==> config.mk <==
export PLATFORM = sky130hd
export DESIGN_NAME = vrlsm_top
export DESIGN_NICKNAME = d
export VERILOG_FILES = /design/src/pkg/vrlsm_pkg.sv /design/src/verilog/vrlsm_top.sv
export SDC_FILE = /design/constraint.sdc
export NUM_CORES = 1
export LEC_CHECK = 0
export ABC_AREA = 1
export BUFFER_PORTS_ARGS = -buffer_cell sky130_fd_sc_hd__buf_2
export CAP_MARGIN = 20
export CORE_MARGIN = 3
export CORE_UTILIZATION = 40
export CTS_CLUSTER_SIZE = 12
export DETAILED_ROUTE_END_ITERATION = 8
export PLACE_DENSITY = 0.55
export SYNTH_ARGS = -nofsm -noshare
export SYNTH_HDL_FRONTEND = slang
export SYNTH_SLANG_ARGS = --single-unit
==> constraint.sdc <==
create_clock -name hclk -period 1.7 [get_ports hclk]
set_input_delay 0.085 -clock hclk [delete_from_list [all_inputs] [get_ports hclk]]
set_output_delay 0.085 -clock hclk [all_outputs]
set_load 0.05 [all_outputs]
==> src/pkg/vrlsm_pkg.sv <==
// Constants, register map and state codes of the video link status monitor
`default_nettype none
package vrlsm_pkg;
  // Clock and timing
  localparam int CLK_PERIOD_NS = 40;
  localparam int HPD_MAX_NS = 1000;
  localparam int HPD_MAX_CYC = HPD_MAX_NS / CLK_PERIOD_NS;
  localparam int LOCK_REL_MAX_NS = 10000;
  localparam int LOCK_REL_MAX_CYC = LOCK_REL_MAX_NS / CLK_PERIOD_NS;
  localparam int LOCK_MAX_MS = 10;
  localparam int LOCK_MAX_CYC = LOCK_MAX_MS * 1000000 / CLK_PERIOD_NS;
  localparam int CLK_LOCK_MAX_MS = 10;
  localparam int CLK_LOCK_MAX_CYC = CLK_LOCK_MAX_MS * 1000000 / CLK_PERIOD_NS;
  localparam int CNT_W = 18;
  // Pixel framing
  localparam logic [2:0] SLOT_LAST = 3'h6;
  localparam int LAT_MAX = 34;
  localparam logic [5:0] LAT_NORMAL = 6'h11;
  localparam logic [5:0] LAT_DIST_8B = 6'h22;
  localparam logic [5:0] LAT_DIST_10B = 6'h21;
  localparam logic [5:0] UI_8B = 6'h1e;
  localparam logic [5:0] UI_10B = 6'h28;
  // Register byte offsets
  localparam logic [3:0] OFS_CTRL = 4'h0;
  localparam logic [3:0] OFS_STATUS = 4'h4;
  localparam logic [3:0] OFS_INT_STAT = 4'h8;
  localparam logic [3:0] OFS_INT_MASK = 4'hc;
  // Control fields
  localparam int CTRL_MONITOR_ENABLE = 0;
  localparam int CTRL_LANE_LO = 1;
  localparam int CTRL_LANE_HI = 2;
  localparam int CTRL_SIG_LO = 3;
  localparam int CTRL_SIG_HI = 4;
  localparam int CTRL_COL = 5;
  localparam int CTRL_MODE_BIT0 = 6;
  localparam int CTRL_FAIL_PAT = 7;
  localparam int CTRL_W = 8;
  localparam logic [7:0] CTRL_RESET = 8'h00;
  // Status fields
  localparam int STS_LOCKED = 0;
  localparam int STS_HPD = 1;
  localparam int STS_CLK_STABLE = 2;
  localparam int STS_CDR_OK = 3;
  localparam int STS_UI_LSB = 8;
  // Interrupt events
  localparam int EV_LOCK_GAIN = 0;
  localparam int EV_LOCK_LOSS = 1;
  localparam int EV_HPD_ON = 2;
  localparam int EV_TIMEOUT = 3;
  localparam int EV_W = 4;
  localparam logic [3:0] INT_RESET = 4'h0;
  // Link sequencing states
  typedef enum logic [3:0] {
    VRLSM_OFF = 4'h1,
    VRLSM_HPD = 4'h2,
    VRLSM_LOCK = 4'h4,
    VRLSM_SPARE = 4'h8
  } vrlsm_state_e;
endpackage
`default_nettype wire

==> src/verilog/vrlsm_top.sv <==
// Link status sequencing, LVDS framing and debug monitor of the video receiver
// Overview of operation
// Monitor off: debug pin keeps normal function
// Lane select picks monitored lane 0..3
// Signal select routes DE, HSYNC, VSYNC, clock
// Lane carries 30 or 40 UI per period
// LVDS bits sent 1,0,6,5,4,3,2 per period
// Fixed latency 17, 34 or 33 periods
// Hot-plug pulled low within 1 us
// Hot-plug released within 1 us
// Lock achieved within 10 ms of training
// Lock line released within 10 us
// LVDS clock stable within 10 ms
// Sender keeps DE intervals 8 or 16 periods
// Fail pattern drives low data when unlocked
// Destination absorbs latency differences between receivers
// Monitoring leaves every other function unchanged
// Lock line released unlocked, pulled low locked
// Sender trains until lock line goes low
// Selection re-evaluated live, no power-down needed
`timescale 1ns/1ps
`default_nettype none
module vrlsm_top #(
  parameter int LOCK_TIMEOUT_CYC = vrlsm_pkg::LOCK_MAX_CYC,
  parameter int CLK_SETTLE_CYC = vrlsm_pkg::CLK_LOCK_MAX_CYC
) (
  // Clock and reset
  input wire logic hclk,
  input wire logic hresetn,
  // AHB-Lite slave
  input wire logic hsel,
  input wire logic [31:0] haddr,
  input wire logic [1:0] htrans,
  input wire logic hwrite,
  input wire logic [2:0] hsize,
  input wire logic [31:0] hwdata,
  input wire logic hready,
  output logic hreadyout,
  output logic hresp,
  output logic [31:0] hrdata,
  // Link side
  input wire logic power_down_bar,
  input wire logic [3:0] lane_train_ok,
  input wire logic [3:0] lane_de,
  input wire logic [3:0] lane_hsync,
  input wire logic [3:0] lane_vsync,
  input wire logic [3:0] lane_clk,
  input wire logic normal_debug_in,
  // Open-drain and shared pins
  output logic hot_plug_bar_o,
  output logic hot_plug_bar_oe_n,
  output logic lock_bar_o,
  output logic lock_bar_oe_n,
  input wire logic shared_lock_bus_i,
  output logic shared_lock_bus_o,
  output logic shared_lock_bus_oe_n,
  // Debug and LVDS side
  output logic debug_output_pin,
  output logic [3:0] lvds_c_serial,
  output logic lvds_oe_n,
  output logic lvds_clk_stable,
  output logic irq
);
  localparam int HPD_A_MAX = 25;

  // Serial slot to word bit: 1,0,6,5,4,3,2
  function automatic logic [2:0] slot_bit(input logic [2:0] slot);
    case (slot)
      3'h0: slot_bit = 3'h1;
      3'h1: slot_bit = 3'h0;
      default: slot_bit = 3'h0 - slot; // Eight minus slot, modulo eight
    endcase
  endfunction

  // Pipeline depth from mode and colour depth
  function automatic logic [5:0] lat_depth(input logic mode_bit0, input logic col);
    if (!mode_bit0) begin
      lat_depth = vrlsm_pkg::LAT_NORMAL;
    end else begin
      lat_depth = col ? vrlsm_pkg::LAT_DIST_10B : vrlsm_pkg::LAT_DIST_8B;
    end
  endfunction

  logic [7:0] ctrl, next_ctrl;
  logic [3:0] int_stat, next_int_stat;
  logic [3:0] int_mask, next_int_mask;
  logic wr_pend, next_wr_pend;
  logic [3:0] wr_addr, next_wr_addr;
  logic [31:0] next_hrdata;
  logic [31:0] status_word;
  logic [3:0] ev;
  logic acc;
  vrlsm_pkg::vrlsm_state_e state, next_state;
  logic [17:0] cnt, next_cnt;
  logic [17:0] clk_cnt, next_clk_cnt;
  logic clk_ok, next_clk_ok;
  logic cdr_ok;
  logic [2:0] slot, next_slot;
  logic [11:0] pipe [0:33];
  logic [11:0] next_pipe [0:33];
  logic [6:0] word [0:3];
  logic [6:0] next_word [0:3];
  logic [3:0] next_serial;
  logic next_debug;
  logic [11:0] pipe_out;
  logic [1:0] lane_sel, sig_sel;
  logic locked;

  assign cdr_ok = &lane_train_ok;
  assign locked = (state == vrlsm_pkg::VRLSM_LOCK);
  assign lane_sel = ctrl[vrlsm_pkg::CTRL_LANE_HI:vrlsm_pkg::CTRL_LANE_LO];
  assign sig_sel = ctrl[vrlsm_pkg::CTRL_SIG_HI:vrlsm_pkg::CTRL_SIG_LO];

  // Bus handshake: zero wait, always OKAY
  assign hreadyout = 1'b1;
  assign hresp = 1'b0;
  assign acc = hsel & htrans[1] & hready;

  // Status word and interrupt line
  always_comb begin
    status_word = 32'h0;
    status_word[vrlsm_pkg::STS_LOCKED] = locked;
    status_word[vrlsm_pkg::STS_HPD] = ~hot_plug_bar_oe_n;
    status_word[vrlsm_pkg::STS_CLK_STABLE] = clk_ok;
    status_word[vrlsm_pkg::STS_CDR_OK] = cdr_ok;
    status_word[vrlsm_pkg::STS_UI_LSB +: 6] = ctrl[vrlsm_pkg::CTRL_COL] ?
      vrlsm_pkg::UI_10B : vrlsm_pkg::UI_8B;
  end
  assign irq = |(int_stat & int_mask);

  // Register file next values
  always_comb begin
    next_ctrl = ctrl;
    next_int_mask = int_mask;
    next_int_stat = int_stat | ev; // Set wins over clear
    next_wr_pend = acc & hwrite;
    next_wr_addr = acc ? haddr[3:0] : wr_addr;
    next_hrdata = hrdata;
    if (wr_pend) begin
      case (wr_addr)
        vrlsm_pkg::OFS_CTRL: next_ctrl = hwdata[7:0];
        vrlsm_pkg::OFS_INT_STAT: next_int_stat = (int_stat & ~hwdata[3:0]) | ev;
        vrlsm_pkg::OFS_INT_MASK: next_int_mask = hwdata[3:0];
        default: next_ctrl = ctrl;
      endcase
    end
    if (acc && !hwrite) begin
      case (haddr[3:0])
        vrlsm_pkg::OFS_CTRL: next_hrdata = {24'h0, ctrl};
        vrlsm_pkg::OFS_STATUS: next_hrdata = status_word;
        vrlsm_pkg::OFS_INT_STAT: next_hrdata = {28'h0, int_stat};
        vrlsm_pkg::OFS_INT_MASK: next_hrdata = {28'h0, int_mask};
        default: next_hrdata = 32'h0;
      endcase
    end
  end

  // Register file storage
  always_ff @(posedge hclk or negedge hresetn) begin
    if (!hresetn) begin
      ctrl <= vrlsm_pkg::CTRL_RESET;
      int_stat <= vrlsm_pkg::INT_RESET;
      int_mask <= vrlsm_pkg::INT_RESET;
      wr_pend <= 1'b0;
      wr_addr <= 4'h0;
      hrdata <= 32'h0;
    end else begin
      ctrl <= next_ctrl;
      int_stat <= next_int_stat;
      int_mask <= next_int_mask;
      wr_pend <= next_wr_pend;
      wr_addr <= next_wr_addr;
      hrdata <= next_hrdata;
    end
  end

  // Link sequencing next values
  always_comb begin
    next_state = state;
    next_cnt = cnt;
    next_clk_cnt = clk_cnt;
    next_clk_ok = clk_ok;
    ev = 4'h0;
    case (state)
      vrlsm_pkg::VRLSM_OFF: begin
        next_cnt = 18'h0;
        if (power_down_bar) begin
          next_state = vrlsm_pkg::VRLSM_HPD;
          ev[vrlsm_pkg::EV_HPD_ON] = 1'b1;
        end
      end
      vrlsm_pkg::VRLSM_HPD: begin
        next_cnt = cnt + 18'h1;
        if (cdr_ok && shared_lock_bus_i) begin
          next_state = vrlsm_pkg::VRLSM_LOCK;
          ev[vrlsm_pkg::EV_LOCK_GAIN] = 1'b1;
          next_cnt = 18'h0;
        end else if (cnt == 18'(LOCK_TIMEOUT_CYC - 1)) begin
          ev[vrlsm_pkg::EV_TIMEOUT] = 1'b1;
          next_cnt = 18'h0;
        end
      end
      vrlsm_pkg::VRLSM_LOCK: begin
        if (!cdr_ok || !shared_lock_bus_i) begin
          next_state = vrlsm_pkg::VRLSM_HPD;
          ev[vrlsm_pkg::EV_LOCK_LOSS] = 1'b1;
        end
      end
      default: next_state = vrlsm_pkg::VRLSM_OFF;
    endcase
    if (!power_down_bar) begin
      next_state = vrlsm_pkg::VRLSM_OFF;
      // Power-down out of lock counts as a lock loss
      if (state == vrlsm_pkg::VRLSM_LOCK) begin
        ev[vrlsm_pkg::EV_LOCK_LOSS] = 1'b1;
      end
    end
    // LVDS clock settle after lock
    if (next_state != vrlsm_pkg::VRLSM_LOCK) begin
      next_clk_cnt = 18'h0;
      next_clk_ok = 1'b0;
    end else if (!clk_ok) begin
      next_clk_cnt = clk_cnt + 18'h1;
      next_clk_ok = (clk_cnt == 18'(CLK_SETTLE_CYC - 1));
    end
  end

  // Link sequencing storage
  always_ff @(posedge hclk or negedge hresetn) begin
    if (!hresetn) begin
      state <= vrlsm_pkg::VRLSM_OFF;
      cnt <= 18'h0;
      clk_cnt <= 18'h0;
      clk_ok <= 1'b0;
    end else begin
      state <= next_state;
      cnt <= next_cnt;
      clk_cnt <= next_clk_cnt;
      clk_ok <= next_clk_ok;
    end
  end

  // Open-drain pins: enable low pulls the wire low
  assign hot_plug_bar_o = 1'b0;
  assign hot_plug_bar_oe_n = (state == vrlsm_pkg::VRLSM_OFF);
  assign lock_bar_o = 1'b0;
  assign lock_bar_oe_n = ~locked;
  assign shared_lock_bus_o = 1'b0;
  assign shared_lock_bus_oe_n = cdr_ok;
  assign lvds_clk_stable = clk_ok;
  assign lvds_oe_n = ~(locked | ctrl[vrlsm_pkg::CTRL_FAIL_PAT]);
  assign pipe_out = pipe[lat_depth(ctrl[vrlsm_pkg::CTRL_MODE_BIT0],
    ctrl[vrlsm_pkg::CTRL_COL]) - 6'h1];

  // Pixel framing, latency line, serializer and debug mux
  always_comb begin
    next_slot = (slot == vrlsm_pkg::SLOT_LAST) ? 3'h0 : slot + 3'h1;
    for (int i = 0; i < vrlsm_pkg::LAT_MAX; i++) begin
      next_pipe[i] = pipe[i];
    end
    for (int z = 0; z < 4; z++) begin
      next_word[z] = word[z];
    end
    if (slot == vrlsm_pkg::SLOT_LAST) begin
      next_pipe[0] = {lane_de, lane_vsync, lane_hsync};
      for (int i = 1; i < vrlsm_pkg::LAT_MAX; i++) begin
        next_pipe[i] = pipe[i-1];
      end
      for (int z = 0; z < 4; z++) begin
        next_word[z] = {pipe_out[8+z], pipe_out[4+z], pipe_out[z], 4'h0};
      end
    end
    for (int z = 0; z < 4; z++) begin
      next_serial[z] = locked & word[z][slot_bit(slot)];
    end
    if (!ctrl[vrlsm_pkg::CTRL_MONITOR_ENABLE]) begin
      next_debug = normal_debug_in;
    end else begin
      case (sig_sel)
        2'h0: next_debug = lane_de[lane_sel];
        2'h1: next_debug = lane_hsync[lane_sel];
        2'h2: next_debug = lane_vsync[lane_sel];
        default: next_debug = lane_clk[lane_sel];
      endcase
    end
  end

  // Pixel path storage
  always_ff @(posedge hclk or negedge hresetn) begin
    if (!hresetn) begin
      slot <= 3'h0;
      for (int i = 0; i < vrlsm_pkg::LAT_MAX; i++) begin
        pipe[i] <= 12'h0;
      end
      for (int z = 0; z < 4; z++) begin
        word[z] <= 7'h0;
      end
      lvds_c_serial <= 4'h0;
      debug_output_pin <= 1'b0;
    end else begin
      slot <= next_slot;
      for (int i = 0; i < vrlsm_pkg::LAT_MAX; i++) begin
        pipe[i] <= next_pipe[i];
      end
      for (int z = 0; z < 4; z++) begin
        word[z] <= next_word[z];
      end
      lvds_c_serial <= next_serial;
      debug_output_pin <= next_debug;
    end
  end
endmodule
`default_nettype wire

==> run metrics, run 1 <==
Setup crit end kind output port; n_diodes 0; Worst-Skew Late Latency 0.58 ns; Async SR Flop Fraction 100%; fin worst setup slack -0.0411 ns; Crit path depth 5; TritonCTS Buffers 53; Worst Tran Pin Value 0.496 ns; total wire length 39100 microns; Max Slew Vio Count 0; P&R area growth vs syn 18.6%; hold path endpoint cnt[12]$_DFFE_PN0P_; Hold Crit Class in2reg; Synth Cell Area 0.0202 sq mm; pre-CTS setup slack 0.0883 ns; failing checks setup timing; uppermost layer routed met4; # IOs 145; area post-placement 0.0215 sq mm; Total GRT Usage 15.1%; full die area 0.0532 sq mm; Max Fclk 574 MHz; reg2reg start state[3]$_DFF_PN0_; hold path startpoint lane_train_ok[3]; Final Cell Area 0.0239 sq mm; DR DRC count 0; nets 2420; met1 wire length 18900 microns; crit path cell chain nor2_4, nand3_4, clkinvlp_4, nor2_2, buf_6; max-cap viol count 0; H-tree depth 2; largest net degree at the start of global routing 89; antenna violations before repair 0; Seq cells post-synth 501; first-pass GRT wire length 68400 microns; CTS clk-pin slew, worst paths 0.06 ns; commonest non-fill, non-tap cells in the layout 567 x nand2_1, 499 x dfrtp_1, 473 x o21ai_0, 267 x inv_1; CP arrival 1.66 ns; relative slew slack 66.7%; post-synth cell types 41; top post-synthesis cells by area dfrtp_1 62%, o21ai_0 12%, nand2_1 11%, inv_1 5.1%, clkbuf_1 1.2%; CP Class reg2out; CP startpoint kind flip-flop; CTS Root Cell clkbuf_16; commonest non-fill, non-tap cell in the layout nand2_1; clk buf depth 3; Post-synth EDFFs 0; # fillers 4674; clk sinks 501; RSZ-0062 raised after global routing true; HPWL after DPL 24100 microns; Yosys top cell area share 62.0%; routed wl met3 1580 microns; wire length on met2 17700 microns; sequential share of the synthesized area 62.1%; port bufs 64; std cell rows 81; die width 231 microns; VDD IR max 0.716 mV; die height 231 microns; hold depth 6; Worst Path Max Fanout 3; Via Count 14300; First DRT Iteration DRCs 964; DR pass1 iterations 4; min Tclk post-route 1.74 ns; CTS tree built; Post-Synthesis Cells 2199; Initial Util 40.9%; max incr delay on CP 0.56 ns; Yosys Warn Count 0; synthesized area per cell 9.18 sq um; Tcrit/Tclk final 102%; routed length per placed instance 12.9 microns; critical path data required time 1.62 ns; crit path buf inv count 2; Synth area leader dfrtp_1; vias per inst 4.72; top_reg_cell synth dfrtp_1; Final ANT Viol Nets 0; CP max stage cell dfstp_2; CORE AREA 0.0494 sq mm; total grt overflow 0; Worst R2R Setup Slack -0.03 ns; layout cell share with drive strength beyond 1 11.4%; standby leakage power 11.1 nW; outcome finished, violations left; RR Endpoint cnt[14]$_DFFE_PN0P_; R2R cell count 10; vias in the first global route 14300; Placer Congestion 0.848; clk_skew 0.0115 ns; family with the most delay on the worst path flip-flops; Power Density 1080 mW/mm^2; Hold Violations, Final 0; final setup fails 3
==> cell families (layout without fill, tap and decap cells) <==
logic type	count (synthesis)	in the layout	share of synthesized area [%]
xor+xnor	15	15	0.651
other cells	2	25	0.0372
simple gates	732	732	14.9
buf+inv	412	545	8.44
fa+ha+maj	7	7	0.434
compound gates	528	528	13.3
flops	501	501	62.1
mux	2	2	0.112
==> worst max-delay path by stage <==
stage	start	to	slack, ns
after floorplan	state[0]$_DFF_PN1_	lvds_oe_n	0.03
after global placement	slot[1]$_DFF_PN0_	lvds_c_serial[2]$_DFF_PN0_	0.10
after detailed placement	clk_cnt[0]$_DFFE_PN0P_	clk_cnt[16]$_DFFE_PN0P_	0.09
after CTS	state[0]$_DFF_PN1_	lvds_oe_n	-0.11
after global routing	state[0]$_DFF_PN1_	lvds_oe_n	-0.13
final	state[0]$_DFF_PN1_	lvds_oe_n	-0.04
==> state kept, by name (all words and copies together), names as in the netlist, 3 cells and up <==
name,cells
pipe,408
clk_cnt,18
cnt,18
word,12
hrdata,11
ctrl,8
int_mask,4
int_stat,4
lvds_c_serial,4
state,4
wr_addr,4
slot,3
==> worst min-delay path, stage by stage <==
cell	delay, ns
buf_2	0.10
nand2_1	0.09
nor2_4	0.06
nand2_4	0.11
nand4_1	0.09
o21ai_0	0.08
==> per-stage QoR <==
step           hold WS [ns]  setup TNS [ns]  instances  utilization [%]  power (mW)
2_1_floorplan        -0.211               0       2222                -        13.8
3_3_place_gp       -0.00206               0       2872             43.6        14.6
3_5_place_dp       -0.00131               0       2872             43.6        14.6
4_1_cts              0.0383          -0.150       3006             48.0        26.3
5_1_grt              0.0774           -1.53       3019             48.5        27.1
6_report             0.0761         -0.0767       3019             48.5        25.9
==> area by class of cell <==
| type | instances | area (sq um) | area share [%] |
|---|---|---|---|
| Clock buffer | 82 | 1600 | 6.67 |
| Inverter | 278 | 1060 | 4.43 |
| Tap cell | 664 | 831 | 3.47 |
| Timing Repair Buffer | 173 | 1670 | 6.96 |
| Multi-Input combinational cell | 1309 | 6110 | 25.5 |
| Clock inverter | 12 | 139 | 0.580 |
| Sequential cell | 501 | 12500 | 52.4 |
==> routing by layer <==
metal  vias up  track usage (%)
met4         0             4.13
li1       7147                -
met5         -                0
met3        62             2.92
met2       216             24.0
met1      6830             21.4
==> synthesized netlist by cell type, types with 3 or more instances <==
master,n
buf_1,9
nand3_2,5
nor2_1,63
nand2_4,3
nand3_1,38
nor2_2,5
xor2_1,13
nor3_1,19
nand4_1,14
a21oi_1,32
ha_1,7
o211ai_1,4
o21a_1,4
o21ai_1,7
nor3_2,4
inv_2,3
buf_4,26
inv_1,274
nand2_2,4
nand2_1,569
o21ai_0,473
buf_2,34
dfrtp_1,500
clkbuf_1,63
==> repair_timing <==
| item | CTS | global route |
|---|---|---|
| hold endpoints to repair | 550 | 1 |
| pin swaps | 1 | 9 |
| endpoints found under the setup margin | 4 | 51 |
| hold buffers | 38 | 1 |
| cloned | 0 | 2 |
| setup buffers | 3 | 11 |
| resized for setup | 14 | 26 |
==> where the power goes <==
| group | internal (mW) | total [mW] | switching (mW) |
|---|---|---|---|
| Combinational | 0.630 | 1.90 | 1.27 |
| Clock | 6.87 | 11.4 | 4.53 |
| Sequential | 12.3 | 12.6 | 0.331 |
| Total | 19.8 | 25.9 | 6.13 |
Power figures use the tool's default switching activity.
==> run 2, diff against run 1 <==
--- a/config.mk
+++ b/config.mk
@@ -8,11 +8,13 @@
 export ABC_AREA = 1
 export BUFFER_PORTS_ARGS = -buffer_cell sky130_fd_sc_hd__buf_2
 export CAP_MARGIN = 20
+export CELL_PAD_IN_SITES_DETAIL_PLACEMENT = 1
+export CELL_PAD_IN_SITES_GLOBAL_PLACEMENT = 1
 export CORE_MARGIN = 3
 export CORE_UTILIZATION = 40
 export CTS_CLUSTER_SIZE = 12
 export DETAILED_ROUTE_END_ITERATION = 8
-export PLACE_DENSITY = 0.55
+export PLACE_DENSITY = 0.68
 export SYNTH_ARGS = -nofsm -noshare
 export SYNTH_HDL_FRONTEND = slang
 export SYNTH_SLANG_ARGS = --single-unit
==> run 2 against run 1 <==
Clock skew shrank 0.00091 ns. Total power about the same. Sequential share of layout area decreased by 0.38 points. Worst setup slack worse by 0.068 ns. Via count rose by 3.2%. Core utilization increased by 0.36 points. Global-route usage rose by 1.6 points. Largest power group unchanged. The run still ends with setup timing left. First-iteration DRC count shrank 4.4%. Maximum frequency shrank 3.7%. Worst hold slack worse by 0.064 ns. Flip-flop and latch count stayed put. Clock power barely moved.
==> run metrics, run 2 (synthesis results as in run 1) <==
CORE AREA 0.0494 sq mm (unchanged); CTS tree built (unchanged); DR DRC count 0 (unchanged); H-tree depth 2 (unchanged); Final Cell Area 0.0241 sq mm (was 0.0239 sq mm); area post-placement 0.0214 sq mm (was 0.0215 sq mm); Max Slew Vio Count 0 (unchanged); switching power 6.30 mW (was 6.13 mW); full die area 0.0532 sq mm (unchanged); Final ANT Viol Nets 0 (unchanged); CP Class reg2out (unchanged); Fin Hold WS 0.0117 ns (was 0.0761 ns); max-cap viol count 0 (unchanged); total grt overflow 0 (unchanged); vias in the first global route 15300 (was 14300); clock power share 43.8% (was 44.0%); P_int 19.7 mW (was 19.8 mW); crit path buf inv count 2 (unchanged); CP max stage cell dfstp_2 (unchanged); Largest register FFs 408 (unchanged); # fillers 5655 (was 4674); reg2reg start slot[1]$_DFF_PN0_ (was state[3]$_DFF_PN0_); largest net degree at the start of global routing 80 (was 89); CTS clk-pin slew, worst paths 0.06 ns (about the same); Final Total Pwr 26.0 mW (was 25.9 mW); layout cell share with drive strength beyond 1 11.9% (was 11.4%); largest registers pipe x408, clk_cnt x18, cnt x18 (unchanged); crit path cell chain nor2_2, nand3_4, clkinvlp_4, nor2_2, buf_6 (was nor2_4, nand3_4, clkinvlp_4, nor2_2, buf_6); fin worst setup slack -0.109 ns (was -0.0411 ns); Worst Tran Pin Value 0.598 ns (was 0.496 ns); failing checks setup timing (unchanged); commonest non-fill, non-tap cells in the layout 567 x nand2_1, 499 x dfrtp_1, 468 x o21ai_0, 265 x inv_1 (was 567 x nand2_1, 499 x dfrtp_1, 473 x o21ai_0, 267 x inv_1); Logic pwr share 7.5% (was 7.3%); outcome finished, violations left (unchanged); critical path data required time 1.62 ns (about the same); Worst-Skew Late Latency 0.60 ns (was 0.58 ns); P&R area growth vs syn 19.5% (was 18.6%); clk buf depth 3 (unchanged); CTS Root Cell clkbuf_16 (unchanged); n_diodes 0 (unchanged); Worst Path Max Fanout 3 (unchanged); clk sinks 501 (unchanged); Total GRT Usage 16.7% (was 15.1%); RSZ-0062 raised after global routing true (unchanged); CP arrival 1.72 ns (was 1.66 ns); Layout Cells excl Fill 3033 (was 3019); Initial Util 40.9% (unchanged); final setup fails 4 (was 3); Hold Crit Class in2async (was in2reg); die width 231 microns (unchanged); switch share 24.3% (was 23.6%); pre-CTS setup slack -0.0387 ns (was 0.0883 ns); Power Density 1080 mW/mm^2 (about the same); commonest non-fill, non-tap cell in the layout nand2_1 (unchanged); relative slew slack 60.1% (was 66.7%); Reg power frac 48.7% (about the same); family with the most delay on the worst path flip-flops (unchanged); Max Fclk 553 MHz (was 574 MHz); Placer Congestion 0.841 (was 0.848); std cell rows 81 (unchanged); vias per inst 4.85 (was 4.72); first-pass GRT wire length 75600 microns (was 68400 microns); CP startpoint kind flip-flop (unchanged); HPWL after DPL 27000 microns (was 24100 microns); Setup crit end kind output port (unchanged); DR pass1 iterations 5 (was 4); antenna violations before repair 0 (unchanged); TritonCTS Buffers 54 (was 53); total wire length 44900 microns (was 39100 microns); # IOs 145 (unchanged); crit path from state[0]$_DFF_PN1_ (unchanged); Cell Count Post-Placement 2863 (was 2872); First DRT Iteration DRCs 922 (was 964); die height 231 microns (unchanged); Reg with most FFs pipe (unchanged); clk_skew 0.0106 ns (was 0.0115 ns); min Tclk post-route 1.81 ns (was 1.74 ns); Tcrit/Tclk final 106% (was 102%); routed length per placed instance 14.8 microns (was 12.9 microns); standby leakage power 11.1 nW (about the same); VDD IR max 0.687 mV (was 0.716 mV); port bufs 64 (unchanged); max incr delay on CP 0.55 ns (was 0.56 ns); Via Count 14700 (was 14300); Most Frequent Cell on Critical Path nor2_2; nets 2434 (was 2420); Hold Violations, Final 0 (unchanged)
## run 2: final cells by class
cell class                 instances  area [sq um]  share of cell area [%]
multi-input combinational       1311          6180                    25.6
sequential                       501         12500                    52.0
inverter                         278          1090                    4.51
timing repair buffer             184          1770                    7.35
tap                              664           831                    3.44
clock inverter                    14           168                   0.695
clock buffer                      81          1540                    6.40
## run 2: per-stage QoR
stage          TNS (ns)  utilization (%)
2_1_floorplan         0                -
3_3_place_gp          0             43.4
3_5_place_dp     -0.115             43.4
4_1_cts          -0.317             47.8
5_1_grt          -0.759             48.9
6_report         -0.168             48.9
## run 2: final timing paths
path / end / slack (ns) / cells past startpoint
max: lvds_oe_n / -0.11 / 5
min: pipe[263]$_DFFE_PN0P_ / 0.01 / 2
max reg2reg: lvds_c_serial[3]$_DFF_PN0_ / 0.06 / 9
min reg2reg: pipe[212]$_DFFE_PN0P_ / 0.47 / 2
max in group asynchronous: pipe[101]$_DFFE_PN0P_ / 0.94 / 3
min in group hclk: debug_output_pin$_DFF_PN0_ / 0.03 / 7
## run 2: repair_timing
action | CTS | global route
endpoints found under the setup margin | 15 | 114
hold buffers | 38 | 0
pin swaps | 1 | 10
resized for setup | 18 | 42
endpoints found under the hold margin | 554 | 0
setup buffers | 7 | 23
gates cloned | 0 | 7
## run 2: layer usage
metal,vias up,track usage (%),routed length (microns)
li1,7178,-,-
met1,7283,22.8,20900
met2,185,27.6,21600
met3,72,2.79,1420
met4,0,5.11,984
met5,-,0,0
## run 2: power by group through the flow
stage	Sequential [mW]	Combinational, mW	Clock (mW)
after floorplan	12.8	1.03	0
final	12.6	1.96	11.4
after detailed placement	12.8	1.79	0
after global routing	12.7	2.20	12.3
after CTS	12.6	1.91	11.8
after global placement	12.8	1.74	0
## run 2: worst reg2reg max path: stages (launching register included)
cell	delay (ns)
dfrtp_1	0.43
inv_2	0.06
ha_1	0.18
ha_2	0.20
a21oi_2	0.14
nand2_2	0.08
buf_4	0.15
o21a_1	0.10
o21ai_1	0.09
a21oi_1	0.09
==> run 3, diff against run 2 <==
--- a/config.mk
+++ b/config.mk
@@ -12,8 +12,10 @@
 export CELL_PAD_IN_SITES_GLOBAL_PLACEMENT = 1
 export CORE_MARGIN = 3
 export CORE_UTILIZATION = 40
+export CTS_BUF_LIST = sky130_fd_sc_hd__clkbuf_4
 export CTS_CLUSTER_SIZE = 12
 export DETAILED_ROUTE_END_ITERATION = 8
+export GPL_TIMING_DRIVEN = 0
 export PLACE_DENSITY = 0.68
 export SYNTH_ARGS = -nofsm -noshare
 export SYNTH_HDL_FRONTEND = slang
==> run 3 against run 2 <==
The flow still finishes with violations (setup timing). Global-route usage up 4.6 points. Final cell count up 8.6%. Total power up 0.37%. Final area up 3.1%. Largest cell class unchanged. Clock power about the same. Register-to-register slack worse by 0.05 ns. Critical endpoint unchanged. Sequential power about the same.
==> run metrics, run 3 (synthesis results as in run 1) <==
outcome finished, violations left (unchanged); failing checks setup timing (unchanged); CP max stage cell dfstp_2 (unchanged); Cell Count Post-Placement 2955 (was 2863); Max Fclk 474 MHz (was 553 MHz); Layout Cells excl Fill 3293 (was 3033); fin worst setup slack -0.412 ns (was -0.109 ns); Fin Hold WS 0.175 ns (was 0.0117 ns); crit path buf inv count 2 (unchanged); DR DRC count 0 (unchanged); hold depth 5; first-pass GRT wire length 91500 microns (was 75600 microns); die width 231 microns (unchanged); # IOs 145 (unchanged); Setup crit end kind output port (unchanged); Tcrit/Tclk final 124% (was 106%); CP Class reg2out (unchanged); Final ANT Viol Nets 0 (unchanged); Initial Util 40.9% (unchanged); CP arrival 2.03 ns (was 1.72 ns); relative slew slack 63.4% (was 60.1%); reg2reg start slot[1]$_DFF_PN0_ (unchanged); Worst Tran Pin Value 0.550 ns (was 0.598 ns); max incr delay on CP 0.55 ns (about the same); Most Frequent Cell on Critical Path nor2_4 (was nor2_2); Power Density 1050 mW/mm^2 (was 1080 mW/mm^2); Worst R2R Setup Slack 0.01 ns (was 0.06 ns); max-cap viol count 0 (unchanged); commonest non-fill, non-tap cell in the layout nand2_1 (unchanged); Largest register FFs 408 (unchanged); antenna violations before repair 2 (was 0); total grt overflow 0 (unchanged); # fillers 5778 (was 5655); clk_skew 0.0431 ns (was 0.0106 ns); CTS Root Cell clkbuf_4 (was clkbuf_16); First DRT Iteration DRCs 826 (was 922); layout cell share with drive strength beyond 1 19.6% (was 11.9%); die height 231 microns (unchanged); Via Count 16200 (was 14700); Worst-Skew Late Latency 0.94 ns (was 0.60 ns); routed length per placed instance 16.6 microns (was 14.8 microns); clk buf depth 3 (unchanged); RSZ-0062 raised after global routing true (unchanged); vias in the first global route 17900 (was 15300); standby leakage power 11.8 nW (was 11.1 nW); CORE AREA 0.0494 sq mm (unchanged); commonest non-fill, non-tap cells in the layout 561 x nand2_1, 498 x dfrtp_1, 461 x o21ai_0, 266 x inv_1, 235 x clkbuf_4 (was 567 x nand2_1, 499 x dfrtp_1, 468 x o21ai_0, 265 x inv_1); clk sinks 501 (unchanged); DR pass1 iterations 5 (unchanged); hold path startpoint hwrite; vias per inst 4.90 (was 4.85); hold path endpoint wr_pend$_DFF_PN0_; family with the most delay on the worst path flip-flops (unchanged); total wire length 54700 microns (was 44900 microns); HPWL after DPL 34600 microns (was 27000 microns); CTS tree built (unchanged); largest registers pipe x408, clk_cnt x18, cnt x18 (unchanged); full die area 0.0532 sq mm (unchanged); TritonCTS Buffers 138 (was 54); P&R area growth vs syn 23.2% (was 19.5%); min Tclk post-route 2.11 ns (was 1.81 ns); VDD IR max 0.685 mV (was 0.687 mV); CTS clk-pin slew, worst paths 0.06 ns (about the same); R2R cell count 8 (was 9); H-tree depth 4 (was 2); Hold Crit Class in2reg (was in2async); nets 2629 (was 2434); Max Slew Vio Count 0 (unchanged); Final Total Pwr 26.1 mW (was 26.0 mW); CP startpoint kind flip-flop (unchanged); Reg with most FFs pipe (unchanged); crit path cell chain nor2_4, nand3_4, clkinvlp_4, nor2_4, buf_8 (was nor2_2, nand3_4, clkinvlp_4, nor2_2, buf_6); Worst Path Max Fanout 2 (was 3); Total GRT Usage 21.3% (was 16.7%); port bufs 64 (unchanged); critical path data required time 1.62 ns (about the same); std cell rows 81 (unchanged); RR Endpoint lvds_c_serial[0]$_DFF_PN0_ (was lvds_c_serial[3]$_DFF_PN0_); largest net degree at the start of global routing 119 (was 80); Placer Congestion 0.802 (was 0.841); Hold Violations, Final 0 (unchanged); final setup fails 9 (was 4)
[run 3: cell types whose count changed in the layout (fill, tap and decap cells not counted), sizes merged, moves of 2 or more]
cell         delta
nand3           -2
diode           +6
buf            +16
dlygate4sd3    +35
clkbuf        +195
inv             +3
clkinv          +7
[run 3: worst max path at each step]
stage                                  start                      end  slack, ns  cells after the start
after global routing      state[0]$_DFF_PN1_                lvds_oe_n      -0.54                      5
after detailed placement   slot[0]$_DFF_PN0_    pipe[311]$_DFFE_PN0P_      -0.51                      7
after global placement               hresetn  clk_cnt[13]$_DFFE_PN0P_      -9.77                      1
after floorplan           state[0]$_DFF_PN1_                lvds_oe_n       0.03                      4
after CTS                 state[0]$_DFF_PN1_                lvds_oe_n      -0.51                      5
final                     state[0]$_DFF_PN1_                lvds_oe_n      -0.41                      5
[run 3: final cells by class]
type / instances / area, sq um / share of cell area [%]
clock buffers: 215 / 1610 / 6.49
flip-flops and latches: 501 / 12500 / 50.4
diodes: 6 / 15.0 / 0.0604
well taps: 664 / 831 / 3.34
repair buffers: 164 / 1550 / 6.24
multi-input cells: 1309 / 6230 / 25.0
clock inverters: 23 / 166 / 0.669
plain buffers: 133 / 863 / 3.47
inverters: 278 / 1060 / 4.26
[run 3: where the power goes]
part           internal (mW)  total, mW  switching, mW
registers               12.3       12.6          0.300
clock network           6.15       11.2           5.06
logic                  0.761       2.25           1.49
[run 3: worst register-to-register path, delay by kind of cell, from the launching register on]
family	cells	cell delay, ns
adder cells (fa/ha/maj)	2	0.37
buffers and inverters	1	0.08
AO/OA/AOI/OAI	2	0.35
flip-flops	1	0.39
AND/OR/NAND/NOR	3	0.40
[run 3: per-stage QoR]
stage          TNS (ns)  utilization [%]  area, sq um  worst slack, ns
2_1_floorplan         0                -        20300           0.0295
3_3_place_gp   -4972.78             43.4        21400            -9.77
3_5_place_dp    -137.91             43.7        21600           -0.508
4_1_cts           -6.38             49.7        24500           -0.508
5_1_grt           -4.21             50.4        24900           -0.536
6_report          -1.96             50.4        24900           -0.412
[run 3: routing by layer]
metal | up-vias | wire length (microns) | global-route usage, % | share of wire, %
met5 | - | 0 | 0 | 0
met4 | 0 | 1500 | 8.91 | 2.7
met3 | 123 | 2430 | 5.36 | 4.4
met2 | 306 | 26500 | 34.8 | 48
met1 | 8064 | 24300 | 27.0 | 44
li1 | 7659 | - | - | -
[run 3: timing repair]
action | CTS | global route
setup buffers | 11 | 9
pin swaps | 3 | 11
endpoints found under the setup margin | 460 | 576
resized for setup | 162 | 99
endpoints found under the hold margin | 566 | 28
cloned | 0 | 1
hold buffers | 72 | 4
